==> src/include/emsc_pkg.sv <==
package emsc_pkg;

    // ****************************************************************
    // Timing and frame limits
    // ****************************************************************
    localparam int unsigned CLK_PERIOD_NS   = 10;
    localparam int unsigned HB_WINDOW_NS    = 4000;
    localparam int unsigned HB_WINDOW_CYC   =
        (HB_WINDOW_NS / CLK_PERIOD_NS) > 0 ? HB_WINDOW_NS / CLK_PERIOD_NS : 1;
    localparam logic [15:0] MAX_FRAME_BYTES = 16'd1518;
    localparam logic [15:0] MIN_FRAME_BYTES = 16'd64;
    localparam logic [9:0]  LATE_COLL_BITS  = 10'd512;
    localparam logic [4:0]  MAX_COLL        = 5'd16;
    localparam int unsigned HIST_BINS       = 15;

    // ****************************************************************
    // Counter layout
    // ****************************************************************
    localparam int unsigned CNT_W    = 32;
    localparam int unsigned AMT_W    = 5;
    localparam int unsigned SYNC_W   = 4;
    localparam int unsigned SEL_W    = 6;

    typedef enum logic [SEL_W-1:0] {
        EMSC_RX_TOO_LONG,
        EMSC_RX_ALIGN,
        EMSC_RX_OVERRUN,
        EMSC_RX_COLL,
        EMSC_RX_SHORT,
        EMSC_RX_BUF_FULL,
        EMSC_RX_MISSED,
        EMSC_RX_MAC_ERR,
        EMSC_TX_DEFER,
        EMSC_TX_SINGLE,
        EMSC_TX_MULTI,
        EMSC_TX_TOTAL,
        EMSC_TX_EXCESS,
        EMSC_TX_UNDERRUN,
        EMSC_TX_CARRIER,
        EMSC_TX_HEARTBEAT,
        EMSC_TX_LATE,
        EMSC_TX_MAC_ERR,
        EMSC_HIST_BASE
    } emsc_cnt_idx_t;

    localparam int unsigned NCNT = int'(EMSC_HIST_BASE) + HIST_BINS;

    // ****************************************************************
    // Connector type
    // ****************************************************************
    typedef enum logic [1:0] {
        EMSC_CONN_NONE,
        EMSC_CONN_AUI,
        EMSC_CONN_BNC,
        EMSC_CONN_RJ45
    } emsc_conn_t;

    // ****************************************************************
    // Event carriers from the MAC, all on the system clock
    // ****************************************************************
    typedef struct packed {
        logic        start;
        logic        done;
        logic [15:0] bytes;
        logic [2:0]  extra_bits;
        logic        overrun;
        logic        coll;
        logic        mac_err;
    } emsc_rx_ev_t;

    typedef struct packed {
        logic        req;
        logic        start;
        logic        bit_sent;
        logic        coll;
        logic        ok;
        logic        underrun;
        logic        mac_err;
    } emsc_tx_ev_t;

endpackage

==> src/emsc_counter.sv <==
`timescale 1ns/100ps
`default_nettype none

module emsc_counter
(
    // Clock and control
    input  wire logic                           clk_i,
    input  wire logic                           rst_i,
    input  wire logic                           ce_i,
    input  wire logic                           clear_i,
    // Increment request
    input  wire logic                           inc_i,
    input  wire logic [emsc_pkg::AMT_W-1:0]     amt_i,
    // Count
    output logic      [emsc_pkg::CNT_W-1:0]     count_o
);

    logic [emsc_pkg::CNT_W-1:0] add_w;

    assign add_w = inc_i ? {{(emsc_pkg::CNT_W-emsc_pkg::AMT_W){1'b0}}, amt_i}
                         : {emsc_pkg::CNT_W{1'b0}};

    // An event in the clearing cycle is kept as the first count.
    always_ff @(posedge clk_i)
    begin
        if (rst_i)
            count_o <= {emsc_pkg::CNT_W{1'b0}};
        else if (ce_i)
        begin
            if (clear_i)
                count_o <= add_w;
            else
                count_o <= count_o + add_w;
        end
    end

endmodule

`default_nettype wire

==> src/emsc_stat_top.sv <==
`timescale 1ns/100ps
`default_nettype none

module emsc_stat_top
(
    // Clock, reset and enable
    input  wire logic                            SYS_CLK_I,
    input  wire logic                            RESET_I,
    input  wire logic                            CE_I,
    // MAC event inputs, same clock
    input  wire emsc_pkg::emsc_rx_ev_t           RX_EV_I,
    input  wire emsc_pkg::emsc_tx_ev_t           TX_EV_I,
    input  wire logic                            BUF_FULL_I,
    input  wire logic                            CS_EN_I,
    input  wire logic                            SW_CLEAR_I,
    // Transceiver pins, asynchronous
    input  wire logic                            CRS_PIN_I,
    input  wire logic                            SQE_PIN_I,
    input  wire logic [1:0]                      CONN_PIN_I,
    // Counter readout
    input  wire logic [emsc_pkg::SEL_W-1:0]      CNT_SEL_I,
    output logic      [emsc_pkg::CNT_W-1:0]      CNT_DATA_O,
    // Status outputs
    output logic                                 TX_ABORT_O,
    output emsc_pkg::emsc_conn_t                 CONN_TYPE_O
);

    // ****************************************************************
    // Pin synchronisers
    // ****************************************************************
    logic [emsc_pkg::SYNC_W-1:0] pin_w;
    logic [emsc_pkg::SYNC_W-1:0] s1_r;
    logic [emsc_pkg::SYNC_W-1:0] s2_r;
    logic [emsc_pkg::SYNC_W-1:0] s3_r;
    logic [emsc_pkg::SYNC_W-1:0] pin_r;

    assign pin_w = {CONN_PIN_I, SQE_PIN_I, CRS_PIN_I};

    genvar g;
    generate
        for (g = 0; g < emsc_pkg::SYNC_W; g++)
        begin : g_sync
            always_ff @(posedge SYS_CLK_I)
            begin
                if (RESET_I)
                begin
                    s1_r[g]  <= 1'b0;
                    s2_r[g]  <= 1'b0;
                    s3_r[g]  <= 1'b0;
                    pin_r[g] <= 1'b0;
                end
                else if (CE_I)
                begin
                    s1_r[g] <= pin_w[g];
                    s2_r[g] <= s1_r[g];
                    s3_r[g] <= s2_r[g];
                    // A change is believed only once two stages agree.
                    if (s2_r[g] == s3_r[g])
                        pin_r[g] <= s3_r[g];
                end
            end
        end
    endgenerate

    logic crs_w;
    logic sqe_w;

    assign crs_w = pin_r[0];
    assign sqe_w = pin_r[1];

    // ****************************************************************
    // Connector type
    // ****************************************************************
    always_ff @(posedge SYS_CLK_I)
    begin
        if (RESET_I)
            CONN_TYPE_O <= emsc_pkg::EMSC_CONN_NONE;
        else if (CE_I)
            CONN_TYPE_O <= emsc_pkg::emsc_conn_t'(pin_r[3:2]);
    end

    // ****************************************************************
    // Receive events
    // ****************************************************************
    logic buf_full_d_r;

    always_ff @(posedge SYS_CLK_I)
    begin
        if (RESET_I)
            buf_full_d_r <= 1'b0;
        else if (CE_I)
            buf_full_d_r <= BUF_FULL_I;
    end

    // ****************************************************************
    // Transmit packet tracking
    // ****************************************************************
    logic       in_pkt_r;
    logic [4:0] coll_cnt_r;
    logic [4:0] coll_cnt_nxt;
    logic [9:0] bit_cnt_r;
    logic       defer_seen_r;
    logic       excess_w;
    logic       late_w;
    logic       carrier_w;
    logic       abort_w;
    logic       coll_w;

    assign coll_w       = TX_EV_I.coll && in_pkt_r;
    assign coll_cnt_nxt = coll_cnt_r + 5'd1;
    assign excess_w     = coll_w && (coll_cnt_nxt == emsc_pkg::MAX_COLL);
    assign late_w       = coll_w && (bit_cnt_r >= emsc_pkg::LATE_COLL_BITS);
    assign carrier_w    = coll_w && !CS_EN_I;
    assign abort_w      = excess_w || (TX_EV_I.underrun && in_pkt_r);

    always_ff @(posedge SYS_CLK_I)
    begin
        if (RESET_I)
        begin
            in_pkt_r   <= 1'b0;
            coll_cnt_r <= 5'd0;
        end
        else if (CE_I)
        begin
            if (TX_EV_I.start)
            begin
                in_pkt_r   <= 1'b1;
                coll_cnt_r <= 5'd0;
            end
            else if (abort_w || (TX_EV_I.ok && in_pkt_r))
                in_pkt_r <= 1'b0;
            else if (coll_w)
                coll_cnt_r <= coll_cnt_nxt;
        end
    end

    // Bits of the current attempt, saturating once late territory begins.
    always_ff @(posedge SYS_CLK_I)
    begin
        if (RESET_I)
            bit_cnt_r <= 10'd0;
        else if (CE_I)
        begin
            if (TX_EV_I.start || coll_w)
                bit_cnt_r <= 10'd0;
            else if (TX_EV_I.bit_sent && bit_cnt_r < emsc_pkg::LATE_COLL_BITS)
                bit_cnt_r <= bit_cnt_r + 10'd1;
        end
    end

    // One deferral per pending request, however long the line stays busy.
    always_ff @(posedge SYS_CLK_I)
    begin
        if (RESET_I)
            defer_seen_r <= 1'b0;
        else if (CE_I)
        begin
            if (!TX_EV_I.req)
                defer_seen_r <= 1'b0;
            else if (crs_w)
                defer_seen_r <= 1'b1;
        end
    end

    always_ff @(posedge SYS_CLK_I)
    begin
        if (RESET_I)
            TX_ABORT_O <= 1'b0;
        else if (CE_I)
            TX_ABORT_O <= abort_w;
    end

    // ****************************************************************
    // Heartbeat check after a successful send
    // ****************************************************************
    typedef enum logic [0:0] {
        HB_IDLE,
        HB_WAIT
    } emsc_hb_state_t;

    emsc_hb_state_t hb_state_r;
    logic [15:0]    hb_cnt_r;
    logic           hb_miss_w;

    assign hb_miss_w = (hb_state_r == HB_WAIT) && !sqe_w &&
                       (hb_cnt_r == 16'(emsc_pkg::HB_WINDOW_CYC - 1));

    // The packet is already counted as sent; a missing heartbeat only
    // raises the error count, since some transceivers never send one.
    always_ff @(posedge SYS_CLK_I)
    begin
        if (RESET_I)
        begin
            hb_state_r <= HB_IDLE;
            hb_cnt_r   <= 16'h0000;
        end
        else if (CE_I)
        begin
            case (hb_state_r)
                HB_IDLE:
                begin
                    hb_cnt_r <= 16'h0000;
                    if (TX_EV_I.ok && in_pkt_r)
                        hb_state_r <= HB_WAIT;
                end
                HB_WAIT:
                begin
                    hb_cnt_r <= hb_cnt_r + 16'h0001;
                    if (sqe_w || hb_miss_w)
                        hb_state_r <= HB_IDLE;
                end
                default:
                    hb_state_r <= HB_IDLE;
            endcase
        end
    end

    // ****************************************************************
    // Counter events
    // ****************************************************************
    logic [emsc_pkg::NCNT-1:0]  inc_w;
    logic [emsc_pkg::AMT_W-1:0] amt_w [emsc_pkg::NCNT];
    logic                       tx_ok_w;
    logic                       tx_end_w;

    assign tx_ok_w  = TX_EV_I.ok && in_pkt_r;
    assign tx_end_w = tx_ok_w || abort_w;

    always_comb
    begin
        inc_w = '0;
        for (int i = 0; i < emsc_pkg::NCNT; i++)
            amt_w[i] = 5'd1;
        inc_w[emsc_pkg::EMSC_RX_TOO_LONG] = RX_EV_I.done &&
            (RX_EV_I.bytes > emsc_pkg::MAX_FRAME_BYTES);
        inc_w[emsc_pkg::EMSC_RX_ALIGN] = RX_EV_I.done &&
            (RX_EV_I.extra_bits != 3'h0);
        inc_w[emsc_pkg::EMSC_RX_OVERRUN] = RX_EV_I.overrun;
        inc_w[emsc_pkg::EMSC_RX_COLL] = RX_EV_I.coll && BUF_FULL_I;
        inc_w[emsc_pkg::EMSC_RX_SHORT] = RX_EV_I.done &&
            (RX_EV_I.bytes < emsc_pkg::MIN_FRAME_BYTES);
        inc_w[emsc_pkg::EMSC_RX_BUF_FULL] = BUF_FULL_I && !buf_full_d_r;
        inc_w[emsc_pkg::EMSC_RX_MISSED] = RX_EV_I.start && BUF_FULL_I;
        inc_w[emsc_pkg::EMSC_RX_MAC_ERR] = RX_EV_I.mac_err &&
            !(late_w || excess_w || carrier_w);
        inc_w[emsc_pkg::EMSC_TX_DEFER] = TX_EV_I.req && crs_w &&
            !defer_seen_r;
        inc_w[emsc_pkg::EMSC_TX_SINGLE] = tx_ok_w &&
            (coll_cnt_r == 5'd1);
        inc_w[emsc_pkg::EMSC_TX_MULTI] = tx_ok_w && (coll_cnt_r > 5'd1);
        // Excess aborts fold in the collision that ended the packet.
        inc_w[emsc_pkg::EMSC_TX_TOTAL] = tx_end_w;
        amt_w[emsc_pkg::EMSC_TX_TOTAL] = excess_w ? coll_cnt_nxt
                                                  : coll_cnt_r;
        inc_w[emsc_pkg::EMSC_TX_EXCESS] = excess_w;
        inc_w[emsc_pkg::EMSC_TX_UNDERRUN] = TX_EV_I.underrun &&
            in_pkt_r;
        inc_w[emsc_pkg::EMSC_TX_CARRIER] = carrier_w;
        inc_w[emsc_pkg::EMSC_TX_HEARTBEAT] = hb_miss_w;
        inc_w[emsc_pkg::EMSC_TX_LATE] = late_w;
        inc_w[emsc_pkg::EMSC_TX_MAC_ERR] = TX_EV_I.mac_err &&
            !(late_w || excess_w || carrier_w);
        for (int b = 1; b <= emsc_pkg::HIST_BINS; b++)
            inc_w[int'(emsc_pkg::EMSC_HIST_BASE) + b - 1] = tx_ok_w &&
                (coll_cnt_r == 5'(b));
    end

    // ****************************************************************
    // Counter bank and readout
    // ****************************************************************
    logic [emsc_pkg::CNT_W-1:0] cnt_w [emsc_pkg::NCNT];

    generate
        for (g = 0; g < emsc_pkg::NCNT; g++)
        begin : g_cnt
            emsc_counter u_cnt
            (
                .clk_i   (SYS_CLK_I),
                .rst_i   (RESET_I),
                .ce_i    (CE_I),
                .clear_i (SW_CLEAR_I),
                .inc_i   (inc_w[g]),
                .amt_i   (amt_w[g]),
                .count_o (cnt_w[g])
            );
        end
    endgenerate

    // Unused selections read as zero rather than aliasing a counter.
    always_ff @(posedge SYS_CLK_I)
    begin
        if (RESET_I)
            CNT_DATA_O <= {emsc_pkg::CNT_W{1'b0}};
        else if (CE_I)
        begin
            if (int'(CNT_SEL_I) < emsc_pkg::NCNT)
                CNT_DATA_O <= cnt_w[CNT_SEL_I];
            else
                CNT_DATA_O <= {emsc_pkg::CNT_W{1'b0}};
        end
    end

endmodule

`default_nettype wire

==> config.mk <==
export PLATFORM = sky130hd
export DESIGN_NAME = emsc_stat_top
export DESIGN_NICKNAME = d
export VERILOG_FILES = /design/src/include/emsc_pkg.sv /design/src/emsc_counter.sv /design/src/emsc_stat_top.sv
export SDC_FILE = /design/constraint.sdc
export NUM_CORES = 2
export LEC_CHECK = 0
export BUFFER_PORTS_ARGS = -buffer_cell sky130_fd_sc_hd__buf_2
export CAP_MARGIN = 10
export CORE_ASPECT_RATIO = 1.75
export CORE_MARGIN = 1.5
export CORE_UTILIZATION = 50
export DETAILED_ROUTE_END_ITERATION = 8
export PLACE_DENSITY_LB_ADDON = 0.08
export SLEW_MARGIN = 10
export SYNTH_ARGS = -nofsm -noshare
export SYNTH_HDL_FRONTEND = slang
export SYNTH_SLANG_ARGS = --single-unit
export TNS_END_PERCENT = 50
==> constraint.sdc <==
create_clock -name SYS_CLK_I -period 8.99 [get_ports SYS_CLK_I]
set_input_delay 1.3485 -clock SYS_CLK_I [delete_from_list [all_inputs] [get_ports SYS_CLK_I]]
set_output_delay 1.3485 -clock SYS_CLK_I [all_outputs]
set_load 0.005 [all_outputs]
==> flow_summary.rst <==
.. list-table::
   :header-rows: 1

   * - Metric
     - Value
   * - TritonCTS sink count
     - between 1000 and 1500
   * - Clock Tree Buf Depth
     - 3
   * - Tcrit/Tclk final
     - 50.72%
   * - Post-layout total power
     - about 11 mW
   * - WS Path Type
     - register to register
   * - Post-detail-place hpwl
     - around 140000 um
   * - Count of endpoints failing setup in the final report
     - 0
   * - Rows
     - between 150 and 200
   * - Sequential element share of the synthesized area
     - 38.58%
   * - Pin count of the biggest net entering global routing
     - 172
   * - Chain of cells forming the critical path
     - ha_1 > and3_1 > ha_1 > inv_1 > nand4_1 > o21ai_0 > ha_1 > o2111ai_2 > or4_1 > or4_1 > a21oi_1
   * - Summed negative setup slack over all endpoints
     - 0 ns
   * - Routed vias
     - 49550
   * - Antenna violations before repair
     - 16
   * - Post-CTS Repair Setup Buffers
     - 0
   * - Most Frequent Cell on Critical Path
     - sky130_fd_sc_hd__ha_1
   * - Number of max-slew violations in the final report
     - 0
   * - Fin. Hold Viols
     - 0
   * - Crit path launch type
     - register
   * - Core ar.
     - around 120000 um^2
   * - Transition time of the tightest slew-check pin
     - 1.255 ns
   * - CTS tree
     - built
   * - Worst-path maximum fanout
     - 28
   * - Power density normalized to cell area
     - ~160 nW/um^2
   * - Layout net count
     - ~6600
   * - Type of the most critical hold path
     - register to register
   * - Flip-flop and latch count after synthesis
     - about 1100
   * - Result of the run
     - finished, final reports clean
   * - Post-synthesis cell count
     - around 6600
   * - Share of synthesized flip-flops with an asynchronous set or reset
     - 0%
   * - Post-DR vias/cell
     - ~6.1
   * - Syn nets
     - between 6000 and 7000
   * - Number of buffers created by CTS
     - 111
   * - Initial standard-cell utilization of the core
     - 50.58%
   * - Syn. warnings
     - 0
   * - Clock transition time at the flip-flop clock pins of the worst setup and hold paths
     - around 0.07 ns
   * - Routed wire length
     - roughly 190000 um
   * - Number of synthesized flops with an enable pin
     - 0
   * - DR WL/cell
     - about 23 um
   * - # resized after CTS
     - 0
   * - Skew final
     - roughly 0.037 ns
   * - IR Drop Worst-Case VDD
     - between 0.15 and 0.2 mV
   * - Delay of the slowest cell on the worst path
     - 1.03 ns
   * - Net switching fraction of the power
     - about a quarter
   * - Final instance count without filler cells
     - just over 8000
   * - Total of max-cap violations
     - 0
   * - Layout cell share with drive strength beyond 1
     - 9.204%
   * - CTS Root Buffer Type
     - sky130_fd_sc_hd__clkbuf_16
   * - Share of power burned in the clock network
     - 47.2%
   * - P_sw
     - 2.514 mW
   * - Count of input and output buffers
     - a little over 80
   * - Overall overflow remaining after global route
     - 0
   * - Horiz. Die Dim
     - roughly 260 um
   * - FMAX
     - 219.3 MHz
   * - CP max stage cell
     - sky130_fd_sc_hd__or4_1
   * - Number of optimization iterations in the first detailed-route pass
     - 6
   * - Flop pwr share
     - between 40% and 50%
   * - Area overhead of the layout relative to synthesis
     - 8.973%
   * - Post-route antenna net violation count
     - 0
   * - Io pins
     - 82
   * - Routability-driven placement congestion ratio
     - approximately 0.91
   * - Global-route wire length before repair
     - 289700 um
   * - Post-Synthesis Cell Area
     - around 59000 um^2
   * - All-Layer GR Usage
     - a little under a third
   * - RSZ-0062 raised after global routing
     - false
   * - Worst setup slack after layout
     - about 4.4 ns
   * - Type of destination of the critical path
     - register
   * - Max H-tree Level
     - 3
   * - Arrival time reported for the critical path endpoint
     - between 5 and 6 ns
   * - Number of design-rule violations left by the first detailed-router iteration
     - roughly 3800
   * - Tmin final
     - between 4 and 5 ns
   * - Number of global-route vias before repair
     - between 40000 and 50000
   * - Clock network latency to the later pin of the worst-skew pair
     - approximately 0.76 ns
   * - Worst slack at placement
     - 3.757 ns
   * - Post-synth top flop
     - sky130_fd_sc_hd__dfxtp_1
   * - Count of unresolved DRC violations after routing
     - 0
   * - Post-Synthesis Mean Instance Area
     - 8.950 um^2
   * - Share of power burned in combinational logic
     - 4.5%
   * - Number of distinct library cell variants in the gate-level netlist after synthesis
     - 75
   * - Required time of the critical path
     - roughly 9.7 ns
   * - Die boundary height
     - 458.4 um
   * - Max transition margin
     - approximately 16%
   * - Post-CTS Hold Fix Bufs
     - 0
   * - Int Pwr
     - roughly 8 mW
   * - Final-layout worst hold slack
     - ~0.46 ns
   * - Leak Pwr
     - about 21 nW
   * - Dpl cells
     - just under 8000
   * - Die outline area
     - 120700 um^2
critical path: cells and delay by family (launching register included):
kind            cells  cell delay, ns
compound gates      3            0.85
fa+ha+maj           3            0.91
buf+inv             1            0.11
flops               1            0.49
simple gates        4            2.10
synth_stat cells, drive strengths merged, types with 8 or more instances:
cell type / n / area [um^2]
nor4: 137 / 884.6
and2: 55 / 344.1
nor3: 152 / 780.8
a22o: 15 / 131.4
nor2: 988 / 3716
inv: 127 / 476.7
ha: 77 / 963.4
xor2: 424 / 3714
o21ai: 223 / 1116
o221ai: 12 / 105.1
nor3b: 13 / 97.59
nand4b: 8 / 70.07
o2111ai: 18 / 163.9
a22oi: 78 / 585.6
a21oi: 210 / 1051
and4: 147 / 1287
a21o: 10 / 75.07
nor4b: 8 / 88.83
nand3: 354 / 1772
o211ai: 9 / 67.56
and3: 143 / 894.6
nand2: 396 / 1486
a221oi: 35 / 306.5
xnor2: 371 / 3249
nand4: 323 / 2027
nand2b: 15 / 93.84
buf: 95 / 449.2
or4: 31 / 232.7
a31o: 11 / 96.34
dfxtp: 1142 / 22860
mux4: 224 / 5045
a211oi: 32 / 240.2
clkbuf: 279 / 1047
mux2i: 181 / 1812
o31ai: 17 / 127.6
mux2: 14 / 157.7
or3: 193 / 1207
power groups by stage:
stage,Sequential [mW],Combinational [mW],Clock (mW)
final,5.10,0.471,4.98
after global routing,5.10,0.499,5.25
after CTS,5.10,0.471,5.07
after detailed placement,5.21,0.470,0
after global placement,5.21,0.468,0
after floorplan,5.20,0.310,0
per-layer routing:
metal  wire (um)  track usage (%)  part of all wire (%)  up-vias
met5          79                0                 0.042        -
met4       16550            24.91                   8.8       12
met3        7134            3.122                   3.8      460
met2       94860            55.03                    50     1160
met1       69360            33.34                    37    24290
li1            -                -                     -    23630
cells by family after synthesis:
kind of cell    after synthesis  synth area share (%)
simple gates               2980                 25.50
flops                      1142                 38.58
xor+xnor                    795                 11.75
compound gates              705                 7.338
buf+inv                     501                 3.330
mux                         419                 11.84
fa+ha+maj                    78                 1.660
cell type report:
class,count,area [um^2]
antenna,4,10.01
clock buffer,164,3369
clock inverter,41,457.9
fill,10870,52570
inverter,127,476.7
multi-input combinational,4977,34490
sequential,1142,22860
tap,1512,1892
timing repair buffer,144,1012
placed cells by master, fill, tap and decap left out, types with 113 or more instances in the layout:
cell type,instances
sky130_fd_sc_hd__xnor2_1,371
sky130_fd_sc_hd__dfxtp_1,1142
sky130_fd_sc_hd__o21ai_0,184
sky130_fd_sc_hd__clkbuf_16,113
sky130_fd_sc_hd__mux4_2,224
sky130_fd_sc_hd__xor2_1,424
sky130_fd_sc_hd__or3_1,193
sky130_fd_sc_hd__nand3_1,354
sky130_fd_sc_hd__nor2_1,984
sky130_fd_sc_hd__inv_1,126
sky130_fd_sc_hd__a21oi_1,210
sky130_fd_sc_hd__nor3_1,145
sky130_fd_sc_hd__nor4_1,131
sky130_fd_sc_hd__nand2_1,396
sky130_fd_sc_hd__and4_1,147
sky130_fd_sc_hd__and3_1,143
sky130_fd_sc_hd__mux2i_1,181
sky130_fd_sc_hd__nand4_1,322
metrics by stage:
stage                     util, %  instance area [um^2]
after floorplan                 -                 59250
after global placement      51.84                 60730
after detailed placement    51.84                 60730
after CTS                   55.11                 64560
after global routing        55.12                 64570
final                       55.12                 64570
state kept, by name, summed over array words and instances, names as in the netlist, 2 cells and up:
signal / flops
coll_cnt_r: 5
pin_r: 2
s2_r: 4
hb_cnt_r: 16
s3_r: 4
g_cnt.u_cnt.count_o: 1056
s1_r: 4
CNT_DATA_O: 32
bit_cnt_r: 10
CONN_TYPE_O: 2
path summary, 6_finish.rpt:
check / startpoint / to / slack, ns / cells past startpoint
min reg2reg: s3_r[3]$_SDFFE_PP0P_ / pin_r[3]$_SDFFE_PP0P_ / 0.46 / 2
max reg2reg: coll_cnt_r[1]$_SDFFE_PP0P_ / g_cnt[11].u_cnt.count_o[21]$_SDFFE_PP0P_ / 4.43 / 11
max: coll_cnt_r[1]$_SDFFE_PP0P_ / g_cnt[11].u_cnt.count_o[21]$_SDFFE_PP0P_ / 4.43 / 11
min: s3_r[3]$_SDFFE_PP0P_ / pin_r[3]$_SDFFE_PP0P_ / 0.46 / 2
Note: power is estimated with default switching activity, not from simulation.
